==> src/design/apm_pkg.sv <==
// Constants and types for the auxiliary pin test multiplexer.
// Assumes a single 50 MHz core clock and a byte-wide internal register port.
package apm_pkg;

    // ==========================================================
    // Register offsets (six-bit register address)
    localparam logic [5:0] AUX_SOURCE_SELECT_OFS     = 6'h38;
    localparam logic [5:0] FIRST_TEST_DAC_VALUE_OFS  = 6'h39;
    localparam logic [5:0] SECOND_TEST_DAC_VALUE_OFS = 6'h3A;
    localparam logic [5:0] ADC_IQ_SNAPSHOT_OFS       = 6'h3B;
    localparam logic [5:0] PRODUCTION_RESERVED_A_OFS = 6'h3C;
    localparam logic [5:0] PRODUCTION_RESERVED_B_OFS = 6'h3D;
    localparam logic [5:0] PRODUCTION_RESERVED_C_OFS = 6'h3E;

    // ==========================================================
    // Reset values
    localparam logic [7:0] AUX_SOURCE_SELECT_RST     = 8'h00;
    localparam logic [7:0] PRODUCTION_RESERVED_A_RST = 8'hFF;
    localparam logic [7:0] PRODUCTION_RESERVED_B_RST = 8'h00;
    localparam logic [7:0] PRODUCTION_RESERVED_C_RST = 8'h03;

    // ==========================================================
    // Field positions
    localparam int FIRST_SEL_MSB  = 7;
    localparam int FIRST_SEL_LSB  = 4;
    localparam int SECOND_SEL_MSB = 3;
    localparam int SECOND_SEL_LSB = 0;
    localparam int DAC_VALUE_MSB  = 5;

    // ==========================================================
    // Selector codes
    localparam logic [3:0] SEL_TRISTATE   = 4'h0;
    localparam logic [3:0] SEL_TEST_DAC   = 4'h1;
    localparam logic [3:0] SEL_CORRELATOR = 4'h2;
    localparam logic [3:0] SEL_RSVD_3     = 4'h3;
    localparam logic [3:0] SEL_MIN_LEVEL  = 4'h4;
    localparam logic [3:0] SEL_ADC_I      = 4'h5;
    localparam logic [3:0] SEL_ADC_Q      = 4'h6;
    localparam logic [3:0] SEL_RSVD_7     = 4'h7;
    localparam logic [3:0] SEL_PRODUCTION = 4'h8;
    localparam logic [3:0] SEL_RSVD_9     = 4'h9;
    localparam logic [3:0] SEL_HIGH       = 4'hA;
    localparam logic [3:0] SEL_LOW        = 4'hB;
    localparam logic [3:0] SEL_TX_ACTIVE  = 4'hC;
    localparam logic [3:0] SEL_RX_ACTIVE  = 4'hD;
    localparam logic [3:0] SEL_SUBCARRIER = 4'hE;
    localparam logic [3:0] SEL_PROBE_BIT  = 4'hF;

    // ==========================================================
    // Carrier for one observation pin
    typedef struct packed {
        logic drive;
        logic level;
    } apm_pin_type;

endpackage : apm_pkg

==> src/design/apm_aux_pin_test_mux.sv <==
// Auxiliary pin test multiplexer with test DAC, ADC snapshot and reserved registers.
// Assumes the serial front end presents decoded single-cycle register accesses
// and that activity and probe signals come from logic on ref_clk.
//
// Overview of operation
// - Select register 38h, two nibble selectors, reset 00h
// - 0000 tristate, 1010 high, 1011 low
// - 0001 routes test DAC to its pin
// - 0010/0100/0101/0110 route analog test signals
// - 1100 shows transmit activity
// - 1101 shows receive activity
// - 1110 subcarrier detect, none at 106 kbit/s
// - 1111 outputs chosen test-bus bit
// - 39h holds first DAC value, all eight bits kept, low six drive DAC
// - 3Ah holds six-bit second DAC value
// - 3Bh reads ADC I and Q nibbles
// - 3Ch-3Eh reserved, reset FFh 00h 03h
`timescale 1ns/10ps

module apm_aux_pin_test_mux (
    // Clock and reset
    input  wire logic       ref_clk,
    input  wire logic       resetn,
    // Register port from the serial front end
    input  wire logic [5:0] reg_addr,
    input  wire logic       reg_wr,
    input  wire logic       reg_rd,
    input  wire logic [7:0] reg_wdata,
    output logic      [7:0] reg_rdata,
    output logic            reg_rvalid,
    // Core observation sources
    input  wire logic       transmit_activity,
    input  wire logic       receive_activity,
    input  wire logic       subcarrier_detected,
    input  wire logic       rate_is_106k,
    input  wire logic [7:0] probe_bus,
    input  wire logic [2:0] probe_bit_pick,
    // Analog side
    input  wire logic [3:0] adc_i_value,
    input  wire logic [3:0] adc_q_value,
    output logic      [3:0] first_analog_sel,
    output logic      [3:0] second_analog_sel,
    output logic      [5:0] first_dac_value,
    output logic      [5:0] second_dac_value,
    // Observation pins
    output logic            first_observe_pin_out,
    output logic            first_observe_pin_oe,
    output logic            second_observe_pin_out,
    output logic            second_observe_pin_oe
);

    // ==========================================================
    // Decoding shared by both pins
    function automatic logic is_analog(input logic [3:0] code);
        is_analog = (code == apm_pkg::SEL_TEST_DAC) || (code == apm_pkg::SEL_CORRELATOR) ||
                    (code == apm_pkg::SEL_MIN_LEVEL) || (code == apm_pkg::SEL_ADC_I) ||
                    (code == apm_pkg::SEL_ADC_Q) || (code == apm_pkg::SEL_PRODUCTION);
    endfunction : is_analog

    function automatic apm_pkg::apm_pin_type pin_mux(input logic [3:0] code,
                                                      input logic       tx,
                                                      input logic       rx,
                                                      input logic       sub,
                                                      input logic       rate106,
                                                      input logic       probe);
        pin_mux = '{drive: 1'b1, level: 1'b0};
        case (code)
            apm_pkg::SEL_HIGH:       pin_mux.level = 1'b1;
            apm_pkg::SEL_LOW:        pin_mux.level = 1'b0;
            apm_pkg::SEL_TX_ACTIVE:  pin_mux.level = tx;
            apm_pkg::SEL_RX_ACTIVE:  pin_mux.level = rx;
            apm_pkg::SEL_SUBCARRIER: pin_mux.level = sub & ~rate106;
            apm_pkg::SEL_PROBE_BIT:  pin_mux.level = probe;
            // Tristate, reserved and analog codes release the pin
            default:                 pin_mux.drive = 1'b0;
        endcase
    endfunction : pin_mux

    // ==========================================================
    // Control registers with reset
    logic [7:0] select_reg, select_next;
    logic [7:0] rsvd_a_reg, rsvd_a_next;
    logic [7:0] rsvd_b_reg, rsvd_b_next;
    logic [7:0] rsvd_c_reg, rsvd_c_next;

    always_comb begin
        select_next = select_reg;
        rsvd_a_next = rsvd_a_reg;
        rsvd_b_next = rsvd_b_reg;
        rsvd_c_next = rsvd_c_reg;
        if (reg_wr) begin
            case (reg_addr)
                apm_pkg::AUX_SOURCE_SELECT_OFS:     select_next = reg_wdata;
                apm_pkg::PRODUCTION_RESERVED_A_OFS: rsvd_a_next = reg_wdata;
                apm_pkg::PRODUCTION_RESERVED_B_OFS: rsvd_b_next = reg_wdata;
                apm_pkg::PRODUCTION_RESERVED_C_OFS: rsvd_c_next = reg_wdata;
                default: ;
            endcase
        end
    end

    always_ff @(posedge ref_clk or negedge resetn) begin
        if (!resetn) begin
            select_reg <= apm_pkg::AUX_SOURCE_SELECT_RST;
            rsvd_a_reg <= apm_pkg::PRODUCTION_RESERVED_A_RST;
            rsvd_b_reg <= apm_pkg::PRODUCTION_RESERVED_B_RST;
            rsvd_c_reg <= apm_pkg::PRODUCTION_RESERVED_C_RST;
        end else begin
            select_reg <= select_next;
            rsvd_a_reg <= rsvd_a_next;
            rsvd_b_reg <= rsvd_b_next;
            rsvd_c_reg <= rsvd_c_next;
        end
    end

    // ==========================================================
    // Unreset storage: DAC values and ADC snapshot
    // Saves reset flops; contents are unknown until written or sampled.
    logic [7:0] dac1_reg, dac1_next;
    logic [7:0] dac2_reg, dac2_next;
    logic [3:0] adc_i_meta, adc_q_meta;
    logic [7:0] snapshot_reg, snapshot_next;

    always_comb begin
        dac1_next     = dac1_reg;
        dac2_next     = dac2_reg;
        snapshot_next = {adc_i_meta, adc_q_meta};
        if (reg_wr && reg_addr == apm_pkg::FIRST_TEST_DAC_VALUE_OFS) begin
            dac1_next = reg_wdata;
        end
        if (reg_wr && reg_addr == apm_pkg::SECOND_TEST_DAC_VALUE_OFS) begin
            dac2_next = {2'b00, reg_wdata[apm_pkg::DAC_VALUE_MSB:0]};
        end
    end

    // ADC comes from the analog domain; second stage is the snapshot itself
    always_ff @(posedge ref_clk) begin
        dac1_reg     <= dac1_next;
        dac2_reg     <= dac2_next;
        adc_i_meta   <= adc_i_value;
        adc_q_meta   <= adc_q_value;
        snapshot_reg <= snapshot_next;
    end

    // ==========================================================
    // Read path
    logic [7:0] rdata_next;
    logic       rvalid_next;

    always_comb begin
        rvalid_next = reg_rd;
        rdata_next  = 8'h00;
        if (reg_rd) begin
            case (reg_addr)
                apm_pkg::AUX_SOURCE_SELECT_OFS:     rdata_next = select_reg;
                apm_pkg::FIRST_TEST_DAC_VALUE_OFS:  rdata_next = dac1_reg;
                apm_pkg::SECOND_TEST_DAC_VALUE_OFS: rdata_next = dac2_reg;
                apm_pkg::ADC_IQ_SNAPSHOT_OFS:       rdata_next = snapshot_reg;
                apm_pkg::PRODUCTION_RESERVED_A_OFS: rdata_next = rsvd_a_reg;
                apm_pkg::PRODUCTION_RESERVED_B_OFS: rdata_next = rsvd_b_reg;
                apm_pkg::PRODUCTION_RESERVED_C_OFS: rdata_next = rsvd_c_reg;
                default:                            rdata_next = 8'h00;
            endcase
        end
    end

    always_ff @(posedge ref_clk or negedge resetn) begin
        if (!resetn) begin
            reg_rdata  <= 8'h00;
            reg_rvalid <= 1'b0;
        end else begin
            reg_rdata  <= rdata_next;
            reg_rvalid <= rvalid_next;
        end
    end

    // ==========================================================
    // Pin and analog select drive
    logic [3:0]           sel1, sel2;
    logic                 probe_bit;
    apm_pkg::apm_pin_type pin1_next, pin2_next;
    logic [3:0]           asel1_next, asel2_next;

    assign sel1      = select_reg[apm_pkg::FIRST_SEL_MSB:apm_pkg::FIRST_SEL_LSB];
    assign sel2      = select_reg[apm_pkg::SECOND_SEL_MSB:apm_pkg::SECOND_SEL_LSB];
    assign probe_bit = probe_bus[probe_bit_pick];

    always_comb begin
        pin1_next  = pin_mux(sel1, transmit_activity, receive_activity,
                             subcarrier_detected, rate_is_106k, probe_bit);
        pin2_next  = pin_mux(sel2, transmit_activity, receive_activity,
                             subcarrier_detected, rate_is_106k, probe_bit);
        asel1_next = is_analog(sel1) ? sel1 : apm_pkg::SEL_TRISTATE;
        asel2_next = is_analog(sel2) ? sel2 : apm_pkg::SEL_TRISTATE;
    end

    always_ff @(posedge ref_clk or negedge resetn) begin
        if (!resetn) begin
            first_observe_pin_out  <= 1'b0;
            first_observe_pin_oe   <= 1'b0;
            second_observe_pin_out <= 1'b0;
            second_observe_pin_oe  <= 1'b0;
            first_analog_sel       <= apm_pkg::SEL_TRISTATE;
            second_analog_sel      <= apm_pkg::SEL_TRISTATE;
            first_dac_value        <= 6'h00;
            second_dac_value       <= 6'h00;
        end else begin
            first_observe_pin_out  <= pin1_next.level;
            first_observe_pin_oe   <= pin1_next.drive;
            second_observe_pin_out <= pin2_next.level;
            second_observe_pin_oe  <= pin2_next.drive;
            first_analog_sel       <= asel1_next;
            second_analog_sel      <= asel2_next;
            first_dac_value        <= dac1_reg[apm_pkg::DAC_VALUE_MSB:0];
            second_dac_value       <= dac2_reg[apm_pkg::DAC_VALUE_MSB:0];
        end
    end
endmodule : apm_aux_pin_test_mux

==> config.mk <==
export PLATFORM = sky130hd
export DESIGN_NAME = apm_aux_pin_test_mux
export DESIGN_NICKNAME = d
export VERILOG_FILES = /design/src/design/apm_pkg.sv /design/src/design/apm_aux_pin_test_mux.sv
export SDC_FILE = /design/constraint.sdc
export NUM_CORES = 1
export LEC_CHECK = 0
export ABC_AREA = 1
export CORE_MARGIN = 4
export CORE_UTILIZATION = 55
export CTS_CLUSTER_DIAMETER = 120
export DETAILED_ROUTE_END_ITERATION = 10
export DONT_BUFFER_PORTS = 1
export PLACE_DENSITY_LB_ADDON = 0.3
export SETUP_SLACK_MARGIN = 0.5
export SYNTH_ARGS = -nofsm -noshare
export SYNTH_HDL_FRONTEND = slang
export SYNTH_SLANG_ARGS = --single-unit
==> constraint.sdc <==
create_clock -name ref_clk -period 1.28 [get_ports ref_clk]
set_input_delay 0.128 -clock ref_clk [delete_from_list [all_inputs] [get_ports ref_clk]]
set_output_delay 0.128 -clock ref_clk [all_outputs]
set_load 0.02 [all_outputs]
==> run summary <==
CTS H-tree lvls - 3
Detailed-route wire length per cell - 16.18 um
Root buffer cell - clkbuf_8
GR Util met1 - 27.76%
HP Class - in2async
Nets - 468
Clock Skews - 0.007225 ns
PD cells - 1320 mW/mm2
Worst Path Max Fanout - 4
Fin crit period - 1.076 ns
Leading cell type by number of instances after synthesis - nand2_1
Sequential share of power - 55.4%
Clk pin slew, worst setup/hold paths - 0.10 ns
Final period utilization - 84.04%
Post-DP HPWL - 5690 um
Clock power share - 33.7%
CTS tree - built
Synth area leader - dfrtp_1
Row cnt - 30
Worst Max-Slew Pin Slew - 0.5023 ns
Slew HR - 66.39%
Worst skew pair latency - 0.37 ns
DR vias - 2833
Clock buffer depth - 2
Critical-path top delay cell - dfrtp_2
Cell breakdown of the critical path - inv_4 > nor4_4 > nor2_2 > nor2_1
Initial core utilization - 56.48%
Routed Wire Length - 8545 um
Worst Path Required - 1.57 ns
Seq cells post-synth - 95
Logic pwr share - 10.9%
Crit path kind - reg2reg
Area Overhead vs Synth - 25.59%
Final ANT Viol Nets - 0
Crit. path cell count - 4
Net Sw Power - 0.001768 W
Seq/Total Area, Yosys - 62.01%
Mapped cell area - 0.003837 mm2
Antenna Cells - 0
Io pins - 74
Synth Flop Type - dfrtp_1
GPL Wtd Cong - 0.8082
Cells after synthesis - 391
Final-report hold violation count - 66
DIE AREA - 0.008378 mm2
Violated checks - negative hold slack
Number of CTS-inserted buffers - 9
First-pass DRT Iterations - 4
Met3 Use GR - 5.551%
Top cell type's share of synthesized area - 35.87%
Global-route wire length before repair - 13880 um
Hold_buf cts - 18
Overflow after GRT - 0
TNS Setup - 0 ns
Drt via density - 5.366
EDFF count, synth - 14
WHS - -0.5593 ns
Status - finished, violations left
CP arrival - 1.37 ns
Count of pins over their slew limit - 0
Core box area - 0.006794 mm2
Syn Nets - 432
Drt first-iter violations - 176
Max-cap violations - 0
Max VDD drop - 0.9651 mV
Final Util - 70.94%
Sw Share - 27.77%
Initial antenna violation count - 0
Synth top area cells - dfrtp_1, edfxtp_1, dfxtp_1
Synth async-reset ratio - 68.42%
RSZ-0062 raised after global routing - true
Vias in the first global route - 2742
Top post-synthesis cells by count - nand2_1, nand3_1, dfrtp_1, inv_1, nor2_1
Int Power - 0.004597 W
All-Layer GR Usage - 21.32%
Die height - 91.53 um
Clock tree sinks - 95
Leak pwr - 2.123 nW
Met2 GRT Util - 35.06%
Die X - 91.53 um
Max incr delay on CP - 0.44 ns
Share of layout cells above drive strength 1 - 38.66%
Reg2Reg Depth - 4
Crit start category - flop
Netlist cell types - 30
Crit end category - flop
Busiest grt layer - met2
Fmax - 0.9296 GHz
Number of port buffers - 0
Final setup fails - 0
YS warnings - 0
DRC Markers - 0
Syn Area/Cell - 9.814 um2
Pin count of the biggest net entering global routing - 66
Critical path buffers and inverters - 1
Top delay family on crit path - simple AND/OR/NAND/NOR gates
## cell type report
cell class | instances | area [um2]
inverters | 45 | 219.0
fillers | 495 | 1974
multi-input cells | 242 | 1513
well taps | 96 | 120.1
repair buffers | 34 | 330.3
flip-flops and latches | 95 | 2416
clock buffers | 9 | 123.9
clock inverters | 7 | 97.59
## through the flow
stage	std cells	instance area, um2	setup WS (ns)	total power [W]	hold slack, ns
after global routing	528	4820	0.1424	0.006639	-0.5851
after CTS	523	4649	0.2345	0.006265	-0.5771
after global placement	482	4073	0.1947	0.003978	-0.1660
after detailed placement	482	4073	0.1772	0.004007	-0.1658
after floorplan	391	4009	0.3105	0.003908	-0.1676
final	528	4820	0.2043	0.006364	-0.5593
## placed cells by master (no fill, tap or decap), drive strengths merged, types with 2 or more instances in the layout
master / netlist / routed
a21oi: 9 / 9
buf: 7 / 16
clkbuf: 2 / 9
clkinv: 1 / 3
dfrtp: 55 / 55
dfstp: 10 / 10
dfxtp: 16 / 16
dlygate4sd3: 0 / 18
edfxtp: 14 / 14
inv: 44 / 48
nand2: 84 / 84
nand3: 58 / 58
nand4: 2 / 2
nor2: 47 / 47
nor3: 3 / 3
nor4: 3 / 3
o21ai: 33 / 33
## timing repair
| action | in CTS | in global routing |
|---|---|---|
| endpoints found under the hold margin | 104 | 66 |
| endpoints found under the setup margin | 52 | 62 |
| pin swaps | 16 | 20 |
| resized for setup | 47 | 42 |
| setup buffers | 7 | 5 |
## worst paths after layout
| path | from | end | slack [ns] |
|---|---|---|---|
| hold / removal | resetn | select_reg[2] | -0.56 |
| hold reg to reg | adc_i_meta[1] | snapshot_reg[5] | 0.34 |
| max in group asynchronous | resetn | rsvd_a_reg[3] | 1.65 |
| setup / recovery | select_reg[7] | first_analog_sel[1] | 0.20 |
| min in group ref_clk | reg_wr | rsvd_b_reg[6] | 0 |
| setup reg to reg | select_reg[7] | first_analog_sel[1] | 0.20 |
## cells by family (layout without fill, tap and decap cells)
kind of cell           count (synthesis)  in the layout  share of synthesized area (%)
and+or+nand+nor                      199            199                          23.90
DFF                                   95             95                          62.01
buffers and inverters                 54             95                          6.358
AOI/OAI and AO/OA                     43             43                          7.727
## power by group through the flow
stage | combinational, W | sequential, W | clock [W]
global route | 0.000769 | 0.00355 | 0.00232
finish | 0.000694 | 0.00353 | 0.00214
global placement | 0.000431 | 0.00355 | 0
CTS | 0.000582 | 0.00351 | 0.00217
floorplan | 0.000409 | 0.00350 | 0
detailed placement | 0.000451 | 0.00356 | 0
## metal layers
| metal | part of all wire (%) | up-vias |
|---|---|---|
| met1 | 40 | 1393 |
| met2 | 52 | 85 |
| met4 | 1.9 | 0 |
| met3 | 5.9 | 13 |
| met5 | 0 | - |
| li1 | - | 1342 |
No activity file was read; power rests on OpenSTA's default activity.
